## src/include/tx_spi_pkg.sv

```systemverilog
// Constants for the transmitter serial port and power control
// Behaviour
// - Register writes accepted in every power state
// - One 16-bit frame per select-low period
// - Frame order: D0-D7, A0-A6, direction bit
// - Direction 0 reads, 1 writes data byte
// - Read returns seven status bits, then data
// - Status: lock, over, under, full, empty, fill
// - Status shown on output during every access
// - Four-bit power field selects operating parts
// - Deep sleep: registers kept, slow access
// - Regulator idle: core nominal, rest off, full speed access
// - Oscillator idle: crystal on, transmitter off
// - Settling: synthesizer on, output stays off
// - Bit maps for amplitude, frequency, phase keying
// - Four-level symbols map to -3,-1,+1,+3
// - DSSS framing spreads each bit 15 chips
// - Minimum shift keying is frequency keying h=0.5
package tx_spi_pkg;

    // ------------------------------------------------------------
    // Frame layout
    // ------------------------------------------------------------
    localparam int FRAME_BITS    = 16;
    localparam int DATA_LSB      = 0;
    localparam int ADDR_LSB      = 8;
    localparam int DIR_BIT       = 15;
    localparam int STATUS_BITS   = 7;
    localparam int RDATA_FIRST   = 8;

    // ------------------------------------------------------------
    // Register offsets and reset values
    // ------------------------------------------------------------
    localparam logic [6:0] ADDR_SCRATCH    = 7'h01;
    localparam logic [6:0] ADDR_POWER      = 7'h02;
    localparam logic [6:0] ADDR_MODULATION = 7'h10;
    localparam logic [6:0] ADDR_FRAMING    = 7'h12;
    localparam logic [7:0] RST_SCRATCH     = 8'h00;
    localparam logic [3:0] RST_POWER       = 4'h0;
    localparam logic [2:0] RST_MODULATION  = 3'h0;
    localparam int         DSSS_EN_BIT     = 0;

    // ------------------------------------------------------------
    // Power state codes
    // ------------------------------------------------------------
    localparam logic [3:0] deep_sleep          = 4'h0;
    localparam logic [3:0] regulator_on_idle   = 4'h4;
    localparam logic [3:0] osc_idle_state      = 4'h5;
    localparam logic [3:0] synth_settle_state  = 4'hc;
    localparam logic [3:0] full_transmit_state = 4'hd;

    // ------------------------------------------------------------
    // Modulation codes and spreading
    // ------------------------------------------------------------
    localparam logic [2:0] MOD_ASK  = 3'h0;
    localparam logic [2:0] MOD_PSK  = 3'h1;
    localparam logic [2:0] MOD_FSK  = 3'h2;
    localparam logic [2:0] MOD_MSK  = 3'h3;
    localparam logic [2:0] MOD_FSK4 = 3'h4;
    localparam int         SPREAD_FACTOR = 15;
    localparam logic [3:0] PN_SEED       = 4'h1;

endpackage : tx_spi_pkg

```

## src/design/tx_symbol_mapper.sv

```systemverilog
// Combinational bit/symbol to modulator control map
`timescale 1ns/1ps
module tx_symbol_mapper
    import tx_spi_pkg::*;
(
    input  wire logic       i_enable,       // Transmitter running
    input  wire logic [2:0] i_mod_type,     // Modulation code
    input  wire logic [1:0] i_symbol,       // Bit in [0], 4-level uses [1:0]
    output logic            o_pa_on,        // Power amplifier on
    output logic signed [2:0] o_deviation,  // Deviation in units of f_dev
    output logic            o_phase_flip    // 180 degree phase step
);

    // ------------------------------------------------------------
    // Symbol map
    // ------------------------------------------------------------
    always_comb
    begin
        o_pa_on      = 1'b0;
        o_deviation  = 3'sd0;
        o_phase_flip = 1'b0;
        if (i_enable)
        begin
            case (i_mod_type)
                MOD_ASK:
                begin
                    o_pa_on = i_symbol[0];
                end
                MOD_PSK:
                begin
                    o_pa_on      = 1'b1;
                    o_phase_flip = i_symbol[0];
                end
                // MSK as frequency keying; deviation scaling is external
                MOD_FSK, MOD_MSK:
                begin
                    o_pa_on     = 1'b1;
                    o_deviation = i_symbol[0] ? 3'sd1 : -3'sd1;
                end
                MOD_FSK4:
                begin
                    o_pa_on = 1'b1;
                    case (i_symbol)
                        2'h0:    o_deviation = -3'sd3;
                        2'h1:    o_deviation = -3'sd1;
                        2'h2:    o_deviation = 3'sd1;
                        default: o_deviation = 3'sd3;
                    endcase
                end
                // Unused codes keep the amplifier off
                default:
                begin
                    o_pa_on = 1'b0;
                end
            endcase
        end
    end

endmodule : tx_symbol_mapper

```

## src/design/tx_spi_port.sv

```systemverilog
// Serial register port, power state control and transmit bit path
`timescale 1ns/1ps
module tx_spi_port
    import tx_spi_pkg::*;
#(
    parameter int SPREAD = SPREAD_FACTOR   // Chips per user bit in DSSS mode
)
(
    input  wire logic        i_core_clk,        // Core clock, 20 MHz
    input  wire logic        i_reset,           // Synchronous reset, high
    input  wire logic        i_sclk,            // Serial clock from host
    input  wire logic        i_sel_n,           // Frame select, active low
    input  wire logic        i_mosi,            // Host to device data
    output logic             o_miso,            // Device to host data
    output logic             o_miso_oe,         // Drive enable for o_miso
    input  wire logic        i_synth_lock,      // Synthesizer locked
    input  wire logic        i_fifo_over,       // FIFO overrun flag
    input  wire logic        i_fifo_under,      // FIFO underrun flag
    input  wire logic        i_fifo_full,       // FIFO full flag
    input  wire logic        i_fifo_empty,      // FIFO empty flag
    input  wire logic [1:0]  i_fifo_fill_code,  // FIFO fill/status code
    input  wire logic        i_symbol_tick,     // Symbol or chip strobe
    input  wire logic [1:0]  i_tx_bits,         // Next user bit(s)
    output logic             o_bit_take,        // Pulse: user bit consumed
    output logic             o_core_nominal,    // Core voltage at nominal
    output logic             o_serial_slow,     // Serial access slowed
    output logic             o_osc_en,          // Crystal oscillator on
    output logic             o_synth_en,        // Synthesizer on
    output logic             o_tx_en,           // Transmitter on
    output logic             o_pa_on,           // Amplifier keyed on
    output logic signed [2:0] o_deviation,      // Frequency step
    output logic             o_phase_flip       // Phase step 180 degrees
);

    // ------------------------------------------------------------
    // Elaboration check
    // ------------------------------------------------------------
    if (SPREAD < 2 || SPREAD > 15)
    begin : g_bad_spread
        $error("SPREAD must lie in 2..15");
    end

    // ------------------------------------------------------------
    // State
    // ------------------------------------------------------------
    typedef struct packed {
        logic        sclk_prev;    // Serial clock one cycle ago
        logic [15:0] shift;        // Incoming frame bits
        logic [4:0]  cnt;          // Bits taken this frame
        logic [6:0]  status;       // Status frozen at frame start
        logic [7:0]  rdata;        // Data staged for next read frame
        logic        miso;
        logic        miso_oe;
        logic [7:0]  scratch;      // Free scratch register
        logic [3:0]  power;        // power_state_select
        logic [2:0]  modulation;   // Modulation code
        logic        dsss_en;      // Spreading enable
        logic [3:0]  pn;           // Spreading sequence state
        logic [3:0]  chip;         // Chip index within a user bit
        logic [1:0]  sym;          // Symbol held for the mapper
        logic        bit_take;
        logic        core_nominal;
        logic        serial_slow;
        logic        osc_en;
        logic        synth_en;
        logic        tx_en;
        logic        pa_on;
        logic [2:0]  deviation;
        logic        phase_flip;
    } state_t;

    state_t s_q;                   // Registered state
    state_t s_d;                   // Next state

    logic             map_pa;      // Mapper outputs
    logic signed [2:0] map_dev;
    logic             map_flip;

    // ------------------------------------------------------------
    // Register read decode, shared by frame end
    // ------------------------------------------------------------
    function automatic logic [7:0] reg_read(input state_t s, input logic [6:0] a);
        logic [7:0] v;
        v = 8'h00;
        case (a)
            ADDR_SCRATCH:    v = s.scratch;
            ADDR_POWER:      v = {4'h0, s.power};
            ADDR_MODULATION: v = {5'h00, s.modulation};
            ADDR_FRAMING:    v = {7'h00, s.dsss_en};
            default:         v = 8'h00;   // Unmapped reads as zero
        endcase
        return v;
    endfunction : reg_read

    // ------------------------------------------------------------
    // Modulator mapping
    // ------------------------------------------------------------
    tx_symbol_mapper u_mapper (
        .i_enable     (s_q.tx_en),
        .i_mod_type   (s_q.modulation),
        .i_symbol     (s_q.sym),
        .o_pa_on      (map_pa),
        .o_deviation  (map_dev),
        .o_phase_flip (map_flip)
    );

    // ------------------------------------------------------------
    // Next-state logic
    // ------------------------------------------------------------
    always_comb
    begin
        logic       rise;
        logic       fall;
        logic [15:0] fr;
        logic [4:0]  k;
        rise = 1'b0;
        fall = 1'b0;
        fr   = 16'h0000;
        k    = 5'h00;

        s_d           = s_q;
        s_d.sclk_prev = i_sclk;
        s_d.bit_take  = 1'b0;
        rise = i_sclk & ~s_q.sclk_prev;
        fall = ~i_sclk & s_q.sclk_prev;

        // Serial frame engine; no power state gates it
        // Access in every state
        if (i_sel_n)
        begin
            s_d.cnt     = 5'h00;
            s_d.miso_oe = 1'b0;
            s_d.miso    = 1'b0;
            s_d.status  = {i_synth_lock, i_fifo_over, i_fifo_under,
                           i_fifo_full, i_fifo_empty, i_fifo_fill_code};
        end
        else
        begin
            s_d.miso_oe = 1'b1;
            if (s_q.cnt == 5'h00 && !s_q.miso_oe)
                s_d.miso = s_q.status[STATUS_BITS-1];
            if (rise && s_q.cnt < 5'(FRAME_BITS))
            begin
                s_d.shift = {i_mosi, s_q.shift[15:1]};
                s_d.cnt   = s_q.cnt + 5'h01;
            end
            if (fall && s_q.cnt < 5'(FRAME_BITS))
            begin
                k = s_q.cnt;
                if (k < 5'(STATUS_BITS))
                    s_d.miso = s_q.status[3'(STATUS_BITS - 1) - k[2:0]];
                else if (k >= 5'(RDATA_FIRST))
                    s_d.miso = s_q.rdata[3'(7) - k[2:0]];
                else
                    s_d.miso = 1'b0;
            end
        end

        if (!i_sel_n && rise && s_q.cnt == 5'(FRAME_BITS - 1))
        begin
            fr = {i_mosi, s_q.shift[15:1]};
            if (fr[DIR_BIT])
            begin
                case (fr[ADDR_LSB +: 7])
                    ADDR_SCRATCH:    s_d.scratch    = fr[DATA_LSB +: 8];
                    ADDR_POWER:      s_d.power      = fr[DATA_LSB +: 4];
                    ADDR_MODULATION: s_d.modulation = fr[DATA_LSB +: 3];
                    ADDR_FRAMING:    s_d.dsss_en    = fr[DATA_LSB + DSSS_EN_BIT];
                    default:         s_d.scratch    = s_q.scratch;
                endcase
            end
            else
            begin
                // Read stages data for the next frame
                s_d.rdata = reg_read(s_q, fr[ADDR_LSB +: 7]);
            end
        end

        // Power state decode; unknown codes fall back to deep sleep
        // Decode power codes
        s_d.core_nominal = 1'b0;
        s_d.serial_slow  = 1'b0;
        s_d.osc_en       = 1'b0;
        s_d.synth_en     = 1'b0;
        s_d.tx_en        = 1'b0;
        case (s_q.power)
            deep_sleep:
            begin
                s_d.serial_slow = 1'b1;
            end
            regulator_on_idle:
            begin
                s_d.core_nominal = 1'b1;
            end
            osc_idle_state:
            begin
                s_d.core_nominal = 1'b1;
                s_d.osc_en       = 1'b1;
            end
            synth_settle_state:
            begin
                s_d.core_nominal = 1'b1;
                s_d.osc_en       = 1'b1;
                s_d.synth_en     = 1'b1;
            end
            // Host must have waited for lock
            full_transmit_state:
            begin
                s_d.core_nominal = 1'b1;
                s_d.osc_en       = 1'b1;
                s_d.synth_en     = 1'b1;
                s_d.tx_en        = 1'b1;
            end
            default:
            begin
                s_d.serial_slow = 1'b1;
            end
        endcase

        // Transmit bit path: symbol or chip per strobe
        if (!s_q.tx_en)
        begin
            s_d.chip = 4'h0;
            s_d.pn   = PN_SEED;
            s_d.sym  = 2'h0;
        end
        else if (i_symbol_tick)
        begin
            if (s_q.dsss_en)
            begin
                // Spread each bit over SPREAD chips
                s_d.sym = {1'b0, i_tx_bits[0] ^ s_q.pn[0]};
                s_d.pn  = {s_q.pn[0] ^ s_q.pn[1], s_q.pn[3:1]};
                if (s_q.chip == 4'(SPREAD - 1))
                begin
                    s_d.chip     = 4'h0;
                    s_d.pn       = PN_SEED;
                    s_d.bit_take = 1'b1;
                end
                else
                begin
                    s_d.chip = s_q.chip + 4'h1;
                end
            end
            else
            begin
                s_d.sym      = i_tx_bits;
                s_d.bit_take = 1'b1;
            end
        end

        // Modulator outputs registered from the mapper
        s_d.pa_on      = map_pa;
        s_d.deviation  = map_dev;
        s_d.phase_flip = map_flip;
    end

    // ------------------------------------------------------------
    // State register
    // ------------------------------------------------------------
    always_ff @(posedge i_core_clk)
    begin
        if (i_reset)
        begin
            s_q            <= '0;
            s_q.sclk_prev  <= 1'b0;
            s_q.scratch    <= RST_SCRATCH;
            s_q.power      <= RST_POWER;
            s_q.modulation <= RST_MODULATION;
            s_q.pn         <= PN_SEED;
            s_q.serial_slow <= 1'b1;
        end
        else
        begin
            s_q <= s_d;
        end
    end

    // ------------------------------------------------------------
    // Outputs, all from flip-flops
    // ------------------------------------------------------------
    assign o_miso         = s_q.miso;
    assign o_miso_oe      = s_q.miso_oe;
    assign o_bit_take     = s_q.bit_take;
    assign o_core_nominal = s_q.core_nominal;
    assign o_serial_slow  = s_q.serial_slow;
    assign o_osc_en       = s_q.osc_en;
    assign o_synth_en     = s_q.synth_en;
    assign o_tx_en        = s_q.tx_en;
    assign o_pa_on        = s_q.pa_on;
    assign o_deviation    = s_q.deviation;
    assign o_phase_flip   = s_q.phase_flip;

endmodule : tx_spi_port

```

## config.mk

```make
export PLATFORM = sky130hd
export DESIGN_NAME = tx_spi_port
export DESIGN_NICKNAME = d
export VERILOG_FILES = /design/src/include/tx_spi_pkg.sv /design/src/design/tx_symbol_mapper.sv /design/src/design/tx_spi_port.sv
export SDC_FILE = /design/constraint.sdc
export NUM_CORES = 1
export LEC_CHECK = 0
export BUFFER_PORTS_ARGS = -buffer_cell sky130_fd_sc_hd__buf_2
export CORE_UTILIZATION = 59
export DETAILED_ROUTE_END_ITERATION = 12
export PLACE_DENSITY = 0.84
export SLEW_MARGIN = 20
export SYNTH_ARGS = -nofsm -noshare
export SYNTH_HDL_FRONTEND = slang
export SYNTH_SLANG_ARGS = --single-unit
```

## constraint.sdc

```tcl
create_clock -name i_core_clk -period 2.5 [get_ports i_core_clk]
set_input_delay 0.375 -clock i_core_clk [delete_from_list [all_inputs] [get_ports i_core_clk]]
set_output_delay 0.375 -clock i_core_clk [all_outputs]
set_load 0.02 [all_outputs]
```

**Word-level counts from Yosys, hierarchy flattened**

Cells that the tools add are included.

- Output and inout port bits: 13
- Bits in registers: 76
- Word-level logic and storage cells: 109
- Input bits: 15

- $add $sub $neg: 4
- Reductions and logical operators: 27
- Mux-type cells: 23
- Equality and inequality tests: 16
- Order comparisons: 5
- Bitwise logic cells: 11

Operator list:

| kind | count |
|---|---|
| $pmux W8 S4 | 1 |
| $eq A7 B5 Y1 const B | 2 |
| $mux W1 | 13 |
| $eq A4 B4 Y1 const B | 3 |
| $reduce_and A3 Y1 | 4 |
| $pmux W3 S3 | 1 |
| $reduce_or A3 Y1 | 3 |
| $eq A4 B3 Y1 const B | 2 |
| $lt A3 B4 Y1 const B | 2 |
| $mux W4 | 2 |
| $reduce_or A2 Y1 | 4 |
| $reduce_or A4 Y1 | 2 |
| $eq A7 B1 Y1 const B | 1 |
| $eq A7 B2 Y1 const B | 1 |
| $not A1 Y1 | 7 |
| $bmux W1 S3 | 2 |
| $eq A3 B2 Y1 const B | 2 |
| $mux W3 | 2 |
| $pmux W3 S2 | 1 |
| $reduce_and A2 Y1 | 3 |
| $sub A3 B3 Y3 const A | 2 |
| $add A5 B1 Y5 const B | 1 |
| $eq A5 B4 Y1 const B | 1 |
| $ge A5 B4 Y1 const B | 1 |
| 16 further kinds | 23 |

**Depth between registers and ports, before layout**

Gate-level depths: netlist of the first run.

- Depth after elaboration: 6
- Depth in mapped cells: 8
- Mapped depth without buffers: 7

**Hierarchy**

A second synthesis of the first run with hierarchy kept.

- Cell total of the unflattened synthesis: 356
- Area, all modules: 3218.1 µm²

By module, submodules not included:

| module | instances | cells an instance | seq. area each (µm²) | area each (µm²) |
|---|---|---|---|---|
| tx_spi_port | 1 | 343 | 1501.4 | 3121.7 |
| tx_symbol_mapper | 1 | 13 | 0.0 | 96.3 |

**Worst setup path before layout of the first run**

Ideal clock, no wire load.

- Path type: register to register
- Start: register s_q[55] in the netlist's numbering
- End: register s_q[29] in the netlist's numbering
- Buffers on the path: 0
- Library setup time: 0.128 ns
- Path slack: 0.631 ns
- Required time: 2.372 ns
- Arrival time: 1.741 ns
- Cell stages (with the launch flop): 8
- Period minus slack after synthesis: 1.869 ns
- Path through: dfxtp_1 -> ha_1 -> and3_2 -> ha_1 -> and4bb_2 -> nand4_2 -> mux2i_1 -> nor2_1

- Cells in the longest elaborated chain, start to end: 3

RTL lines:

| item | line | source |
|---|---|---|
| from (decl) | tx_spi_port.sv:72 | `state_t s_q;` |
| $eq A5 B4 Y1 | tx_spi_port.sv:159 | `if (!i_sel_n && rise && s_q.cnt == 5'(FRAME_BITS - 1))` |
| $logic_and A1 B1 Y1 | tx_spi_port.sv:159 |  |
| $reduce_and A3 Y1 (no line) | - |  |

No other way between the ends.
A chain may end at the register's enable or synchronous reset.

**Worst setup path after layout of the first run**

- Start: register s_q[54] in the netlist's numbering
- End: register s_q[30] in the netlist's numbering

Same word-level chain as after synthesis.

==> results of run 1 <==
[routing by layer]
| layer | wire [microns] | track usage | up-vias |
|---|---|---|---|
| met5 | 0 | 0 | - |
| met4 | 72 | 0.102 | 0 |
| met3 | 224 | 0.0359 | 8 |
| met2 | 3080 | 0.389 | 58 |
| met1 | 3080 | 0.296 | 1240 |
| li1 | - | - | 1294 |
[placed cells by master, fill, tap and decap left out, drive strengths merged, types with 7 or more instances in the layout]
| cell type | count |
|---|---|
| nand2 | 48 |
| a21oi | 41 |
| nor3 | 9 |
| mux2i | 18 |
| dfxtp | 75 |
| nand3 | 14 |
| buf | 29 |
| nand4 | 7 |
| o21ai | 7 |
| nor2 | 33 |
| clkbuf | 10 |
[synthesized netlist by cell type (3+ instances only)]
cell type,number,area [sq um]
mux2i_1,18,180
nor3_1,9,45.0
dfxtp_1,75,1500
nand3_1,14,70.1
inv_1,6,22.5
nor2_1,33,124
buf_2,6,30.0
a21oi_1,41,205
buf_4,5,37.5
o31ai_1,6,45.0
mux2_2,3,33.8
o211ai_1,3,22.5
clkbuf_1,11,41.3
nand4_1,6,37.5
ha_1,3,37.5
nand2_1,48,180
nor2b_1,5,31.3
nand3b_1,6,45.0
o21ai_0,7,35.0
nand2b_1,4,25.0
xor2_1,4,35.0
o2bb2ai_1,4,35.0
[layout make-up]
cell class / instances / area, sq um / area share
Tap cell: 70 / 87.6 / 0.0244
Inverter: 7 / 26.3 / 0.00733
Clock buffer: 10 / 138 / 0.0384
Timing Repair Buffer: 29 / 150 / 0.0419
Multi-Input combinational cell: 253 / 1590 / 0.444
Clock inverter: 6 / 88.8 / 0.0248
Sequential cell: 75 / 1500 / 0.419
[power by group through the flow]
stage	sequential, mW	clock [mW]	combinational (mW)
2_1_floorplan	1.24	0	0.0666
3_3_place_gp	1.24	0	0.0898
3_5_place_dp	1.24	0	0.0924
4_1_cts	1.21	1.05	0.0929
5_1_grt	1.22	1.09	0.102
6_report	1.21	1.03	0.0926
[flip-flops by register name, indices dropped and copies added, names as in the netlist]
name,count
o_phase_flip,1
o_core_nominal,1
s_q,62
o_miso_oe,1
o_pa_on,1
o_osc_en,1
o_bit_take,1
o_serial_slow,1
o_tx_en,1
o_deviation,3
o_miso,1
o_synth_en,1
[logic make-up (layout without fill, tap and decap cells)]
| kind of cell | after synthesis | in the layout | synth area share |
|---|---|---|---|
| AND/OR/NAND/NOR | 148 | 148 | 0.241 |
| flip-flops | 75 | 75 | 0.462 |
| AO/OA/AOI/OAI | 73 | 73 | 0.135 |
| buffers and inverters | 31 | 52 | 0.0492 |
| multiplexers | 24 | 24 | 0.0877 |
| XOR/XNOR | 5 | 5 | 0.0135 |
| adder cells (fa/ha/maj) | 3 | 3 | 0.0115 |
[critical path: cells and delay by family (launching register included)]
family	cells	cell delay (ns)
adder cells (fa/ha/maj)	2	0.43
flip-flops	1	0.51
multiplexers	1	0.29
AND/OR/NAND/NOR	4	0.92
[path summary, 6_finish.rpt]
check,from,end,slack (ns),cells past startpoint
min reg2reg,s_q[45],s_q[45],0.46,2
max reg2reg,s_q[54],s_q[30],0.24,7
min,i_fifo_full,s_q[50],0.27,3
max,s_q[54],s_q[30],0.24,7
==> impl_metrics.env, run 1 <==
export IMPL_syn_avg_cell_area_sq_um=9.06
export IMPL_finalCritPeriodShare=0.903
export IMPL_max_slew_margin=0.640
export IMPL_finalClockSkew_ns=0.00839
export IMPL_syn_area_sq_um=3250
export IMPL_wl_per_cell_microns=14.4
export IMPL_gp_congestion=0.874
export IMPL_peakVddDrop_uv=493
export IMPL_first_iter_violations=148
export IMPL_fin_crit_ns=2.26
export IMPL_grt_max_degree=26
export IMPL_hold_viol=0
export IMPL_cp_cell_sequence="ha_1 -> and3_2 -> ha_1 -> and4bb_2 -> nand4_2 -> mux2i_1 -> nor2_1"
export IMPL_fin_nets=393
export IMPL_synth_main_ff_cell="dfxtp_1"
export IMPL_async_flop_share=0
export IMPL_arrival_ns=2.48
export IMPL_tns_ns=0
export IMPL_core_sq_um=5200
export IMPL_switching_share=0.216
export IMPL_dp_hpwl_microns=4340
export IMPL_ys_warn_count=0
export IMPL_place_area_sq_um=3360
export IMPL_path_clk_slew_ns=0.08
export IMPL_p_seq_frac=0.520
export IMPL_cts_sinks=75
export IMPL_cts_repair_resized=0
export IMPL_clk_path_buf_depth=2
export IMPL_rows=26
export IMPL_drive_above_1_share=0.158
export IMPL_cts_tree="yes"
export IMPL_synth_distinct_cells=55
export IMPL_start_util=0.625
export IMPL_cp_end_kind="flip-flop"
export IMPL_power_mw=2.34
export IMPL_ys_ff_latch=75
export IMPL_grt_pass1_wl_microns=11000
export IMPL_die_h_microns=76.2
export IMPL_dieArea_sq_um=5810
export IMPL_grt_antenna_before_repair=0
export IMPL_clock_latency_ns=0.34
export IMPL_rsz0062_at_grt="no"
export IMPL_setup_viol_count_final=0
export IMPL_pin_count=28
export IMPL_fin_ws_ns=0.243
export IMPL_dp_slack_ns=0.298
export IMPL_p_comb_frac=0.040
export IMPL_portBuffers=27
export IMPL_ant_nets=0
export IMPL_insertedDiodeCount=0
export IMPL_fin_util=0.688
export IMPL_critPathMostFrequentCell="ha_1"
export IMPL_hold_ws_ns=0.266
export IMPL_power_leakage_nw=1.37
export IMPL_drc_errors=0
export IMPL_syn_nets=377
export IMPL_powerDensity_nw_per_um2=652
export IMPL_grt_pass1_vias=2459
export IMPL_drtPass1Iterations=4
export IMPL_htree_levels=3
export IMPL_cts_setup_buffers=0
export IMPL_drv_cap=0
export IMPL_worst_hold_path_type="in2reg"
export IMPL_switchingPower_uw=505
export IMPL_cp_max_fo=9
export IMPL_slowest_delay_ns=0.51
export IMPL_cp_start_kind="flip-flop"
export IMPL_gr_total_overflow=0
export IMPL_root_buffer="clkbuf_8"
export IMPL_num_vias=2600
export IMPL_grt_usage=0.232
export IMPL_intPower_mw=1.83
export IMPL_fmax_mhz=443
export IMPL_fin_cells=450
export IMPL_cts_buffers=9
export IMPL_wl_microns=6460
export IMPL_die_width_microns=76.2
export IMPL_yosysSeqAreaShare=0.462
export IMPL_cts_hold_buf=0
export IMPL_placed_cells=434
export IMPL_final_area_sq_um=3580
export IMPL_clock_power_share=0.441
export IMPL_worstPathRequired_ns=2.72
export IMPL_critPathKind="reg2reg"
export IMPL_area_growth_pct=10.2
export IMPL_worst_pin_slew_ns=0.539
export IMPL_n_fill_cell=437
export IMPL_synth_edf_count=0
export IMPL_routed_via_density=5.78
export IMPL_synthCells=359
export IMPL_cpMaxStageDelayCell="dfxtp_1"
export IMPL_status="finished, final reports clean"
export IMPL_slew_violations=0
Power figures use the tool's default switching activity.
==> inputs of run 2 (changes only) <==
CTS_CLUSTER_SIZE = 24   (was not set)
GPL_TIMING_DRIVEN = 0   (was not set)
==> run 2 against run 1 <==
Effect of this change:
- sequential cell count stayed put
- critical path depth unchanged
- sequential power barely moved
- highest routed layer unchanged
==> impl_metrics.env, run 2 (same netlist as run 1, synthesis figures left out) <==
export IMPL_drive_above_1_share=0.166
export IMPL_place_area_sq_um=3460
export IMPL_wl_per_cell_microns=14.3
export IMPL_cts_setup_buffers=0
export IMPL_fin_ws_ns=0.316
export IMPL_max_slew_margin=0.638
export IMPL_drc_errors=0
export IMPL_cts_tree="yes"
export IMPL_root_buffer="clkbuf_8"
export IMPL_status="finished, final reports clean"
export IMPL_mostFrequentLayoutCell="dfxtp_1"
export IMPL_top_register="s_q"
export IMPL_largest_reg_flops=62
export IMPL_die_h_microns=76.2
export IMPL_cp_start_kind="flip-flop"
export IMPL_tns_ns=0
export IMPL_die_width_microns=76.2
export IMPL_worst_hold_path_type="in2reg"
export IMPL_cp_max_fo=8
export IMPL_placed_cells=454
export IMPL_dp_slack_ns=0.332
export IMPL_hold_viol=0
export IMPL_hold_ws_ns=0.258
export IMPL_worst_pin_slew_ns=0.542
export IMPL_grt_pass1_wl_microns=11600
export IMPL_path_clk_slew_ns=0.07
export IMPL_final_area_sq_um=3680
export IMPL_power_leakage_nw=1.43
export IMPL_cts_hold_buf=0
export IMPL_ant_nets=0
export IMPL_slew_violations=0
export IMPL_insertedDiodeCount=0
export IMPL_core_sq_um=5200
export IMPL_wl_microns=6700
export IMPL_dp_hpwl_microns=4760
export IMPL_dieArea_sq_um=5810
export IMPL_grt_max_degree=12
export IMPL_grt_usage=0.252
export IMPL_finalClockSkew_ns=0.00968
export IMPL_setup_viol_count_final=0
export IMPL_cts_repair_resized=0
export IMPL_fin_crit_ns=2.18
export IMPL_peakVddDrop_uv=473
export IMPL_fin_cells=468
export IMPL_fin_nets=413
export IMPL_power_mw=2.33
export IMPL_grt_pass1_vias=2626
export IMPL_htree_levels=3
export IMPL_start_util=0.625
export IMPL_num_vias=2668
export IMPL_pin_count=28
export IMPL_n_fill_cell=406
export IMPL_finalCritPeriodShare=0.874
export IMPL_cts_buffers=9
export IMPL_area_growth_pct=13.2
export IMPL_final_cell_mix="dfxtp_1, nand2_1, a21oi_1"
export IMPL_fin_util=0.707
export IMPL_gr_total_overflow=0
export IMPL_first_iter_violations=129
export IMPL_routed_via_density=5.70
export IMPL_portBuffers=25
export IMPL_drtPass1Iterations=4
export IMPL_grt_antenna_before_repair=0
export IMPL_arrival_ns=2.41
export IMPL_critPathKind="reg2reg"
export IMPL_fmax_mhz=458
export IMPL_powerDensity_nw_per_um2=634
export IMPL_drv_cap=0
export IMPL_worstPathRequired_ns=2.72
export IMPL_rows=26
export IMPL_cp_end_kind="flip-flop"
export IMPL_gp_congestion=0.884
export IMPL_cts_sinks=75
export IMPL_clk_path_buf_depth=2
export IMPL_rsz0062_at_grt="no"
export IMPL_clock_latency_ns=0.35
-- run 2: where the power goes --
part	total (mW)	internal [mW]	leakage, nW	switching [mW]
Combinational	0.100	0.0412	0.717	0.0591
Clock	1.02	0.606	0.109	0.412
Sequential	1.21	1.21	0.606	0.00803
-- run 2: metal layers --
layer / up-vias / part of all wire / wire length (microns) / GRT usage
li1: 1333 / - / - / -
met1: 1259 / 0.45 / 3040 / 0.310
met2: 63 / 0.49 / 3260 / 0.413
met3: 13 / 0.045 / 300 / 0.0683
met4: 0 / 0.015 / 101 / 0.113
met5: - / 0 / 0 / 0
-- run 2: critical path: stages (launching register included) --
cell and delay [ns]:
dfxtp_1 0.44, ha_1 0.29, and3_2 0.21, ha_1 0.15
and4bb_2 0.33, nand4_2 0.33, mux2i_1 0.26, nor2_1 0.05
-- run 2: path summary, 6_finish.rpt --
path / from / end / slack [ns] / depth (start not counted)
setup / recovery: s_q[55] / s_q[31] / 0.32 / 7
hold / removal: i_fifo_under / s_q[51] / 0.26 / 3
setup reg to reg: s_q[55] / s_q[31] / 0.32 / 7
hold reg to reg: s_q[44] / s_q[44] / 0.46 / 2
-- run 2: layout make-up --
class,count,area [sq um],area share
multi-input combinational,253,1590,0.432
buffer,24,134,0.0364
timing repair buffer,25,125,0.0340
inverter,7,26.3,0.00714
sequential,75,1500,0.408
tap,70,87.6,0.0238
clock inverter,2,60.1,0.0163
clock buffer,12,155,0.0422
==> inputs of run 3 (changes only) <==
CAP_MARGIN = 20   (was not set)
CORE_UTILIZATION = 31   (was 59)
PLACE_DENSITY = 0.54   (was 0.84)
clock period = 2 ns   (was 2.5 ns; I/O delays follow)
==> run 3 against run 2 <==
Effect of this change:
- the flow now finishes with violations (DRC)
- die area increased by 88%
- critical path type unchanged
- core utilization is 33 points lower
- highest routed layer unchanged
- largest cell class unchanged
- routed wire length is 3.0% higher
==> impl_metrics.env, run 3 (same netlist as run 1, synthesis figures left out) <==
export IMPL_start_util=0.318
export IMPL_final_area_sq_um=3870
export IMPL_wl_microns=6900
export IMPL_root_buffer="clkbuf_8"
export IMPL_cp_cell_sequence="clkbuf_8 -> inv_1 -> ha_2 -> mux2_2 -> o2111ai_1 -> and4_2 -> a211oi_1"
export IMPL_fmax_mhz=535
export IMPL_wl_met1_microns=3380
export IMPL_grt_max_degree=13
export IMPL_crit_family="flip-flops"
export IMPL_routed_via_density=4.90
export IMPL_r2r_slack_ns=0.13
export IMPL_dieArea_sq_um=10900
export IMPL_drv_cap=0
export IMPL_clk_path_buf_depth=2
export IMPL_power_mw=3.05
export IMPL_cts_buffers=9
export IMPL_peakVddDrop_uv=385
export IMPL_fin_ws_ns=0.129
export IMPL_arrival_ns=2.11
export IMPL_drive_above_1_share=0.196
export IMPL_placed_cells=520
export IMPL_critPathKind="reg2reg"
export IMPL_hold_depth=3
export IMPL_hp_start="i_fifo_full"
export IMPL_num_vias=2642
export IMPL_dp_slack_ns=-0.218
export IMPL_mostFrequentLayoutCell="dfxtp_1"
export IMPL_powerDensity_nw_per_um2=788
export IMPL_worst_pin_slew_ns=0.590
export IMPL_path_depth=7
export IMPL_fin_crit_ns=1.87
export IMPL_cp_max_fo=8
export IMPL_dr_max_layer_used="met4"
export IMPL_tns_ns=0
export IMPL_worstPathRequired_ns=2.24
export IMPL_drc_errors=1
export IMPL_crit_buf_inv=2
export IMPL_largest_reg_flops=62
export IMPL_max_slew_margin=0.607
export IMPL_fin_nets=416
export IMPL_final_cell_mix="dfxtp_1, nand2_1, a21oi_1"
export IMPL_htree_levels=3
export IMPL_core_sq_um=10200
export IMPL_cts_hold_buf=0
export IMPL_slowest_delay_ns=0.36
export IMPL_rows=37
export IMPL_wl_met3_microns=245
export IMPL_path_clk_slew_ns=0.08
export IMPL_min_to="s_q[50]"
export IMPL_die_width_microns=104
export IMPL_grt_pass1_wl_microns=11800
export IMPL_worst_hold_path_type="in2reg"
export IMPL_finalClockSkew_ns=0.00996
export IMPL_grt_pass1_vias=2460
export IMPL_r2r_end="o_miso"
export IMPL_gr_total_overflow=0
export IMPL_grt_antenna_before_repair=0
export IMPL_drtPass1Iterations=8
export IMPL_first_iter_violations=113
export IMPL_timing_rr_start="s_q[54]"
export IMPL_fin_cells=539
export IMPL_portBuffers=25
export IMPL_wl_per_cell_microns=12.8
export IMPL_grt_usage=0.136
export IMPL_place_area_sq_um=3550
export IMPL_power_leakage_nw=1.46
export IMPL_clock_latency_ns=0.35
export IMPL_top_register="s_q"
export IMPL_hold_viol=0
export IMPL_area_growth_pct=19.0
export IMPL_setup_viol_count_final=0
export IMPL_cts_tree="yes"
export IMPL_fin_util=0.378
export IMPL_cts_sinks=75
export IMPL_n_fill_cell=1040
export IMPL_dp_hpwl_microns=4940
export IMPL_pin_count=28
export IMPL_status="finished with violations"
export IMPL_cpMaxStageDelayCell="dfxtp_2"
export IMPL_gp_congestion=0.769
export IMPL_violations="DRC"
export IMPL_r2r_cells=7
export IMPL_insertedDiodeCount=0
export IMPL_cp_end_kind="flip-flop"
export IMPL_die_h_microns=104
export IMPL_cp_start_kind="flip-flop"
export IMPL_dr_wl_met2_microns=3170
export IMPL_hold_ws_ns=0.180
export IMPL_slew_violations=0
export IMPL_ant_nets=0
export IMPL_finalCritPeriodShare=0.935
run 3: cell types whose count changed in the layout (fill, tap and decap cells not counted), moves of 2 or more:
cell,previous run,this run
buf_4,5,7
clkinv_2,0,2
dfxtp_1,75,73
ha_1,3,1
o31ai_1,6,4
o31ai_2,0,2
run 3: tightest hold or removal path: stages:
cell,delay (ns)
buf_2,0.07
mux2i_1,0.05
nor2_1,0.07
run 3: how the worst max path moves through the flow:
stage	from	end	slack (ns)
global placement	s_q[55]	s_q[30]	-0.15
global route	s_q[54]	s_q[21]	-0.0005
CTS	s_q[55]	s_q[25]	0.007
finish	s_q[54]	o_miso	0.13
detailed placement	s_q[55]	s_q[32]	-0.22
floorplan	s_q[55]	s_q[29]	0.13
run 3: what timing repair did:
action                                  4_1_cts  5_1_grt
pin swaps                                     0        2
endpoints found under the setup margin       20       22
resized for setup                             5        9
buffers inserted                              0        3
run 3: cell type report:
type | count | area, sq um | share of cell area
flip-flops and latches | 75 | 1510 | 0.389
clock buffers | 11 | 141 | 0.0365
plain buffers | 24 | 138 | 0.0356
inverters | 7 | 26.3 | 0.00679
repair buffers | 28 | 148 | 0.0381
clock inverters | 5 | 100 | 0.0259
multi-input cells | 253 | 1640 | 0.424
well taps | 136 | 170 | 0.0440
run 3: layer usage:
| layer | vias up | global-route usage |
|---|---|---|
| met5 | - | 0 |
| met4 | 0 | 0.0765 |
| met3 | 10 | 0.0219 |
| met2 | 32 | 0.212 |
| met1 | 1258 | 0.177 |
| li1 | 1342 | - |
run 3: where the power goes:
part	switching, mW	internal, mW	total [mW]
combinational	0.0765	0.0527	0.129
sequential	0.0100	1.50	1.51
clock	0.548	0.859	1.41
total	0.634	2.42	3.05
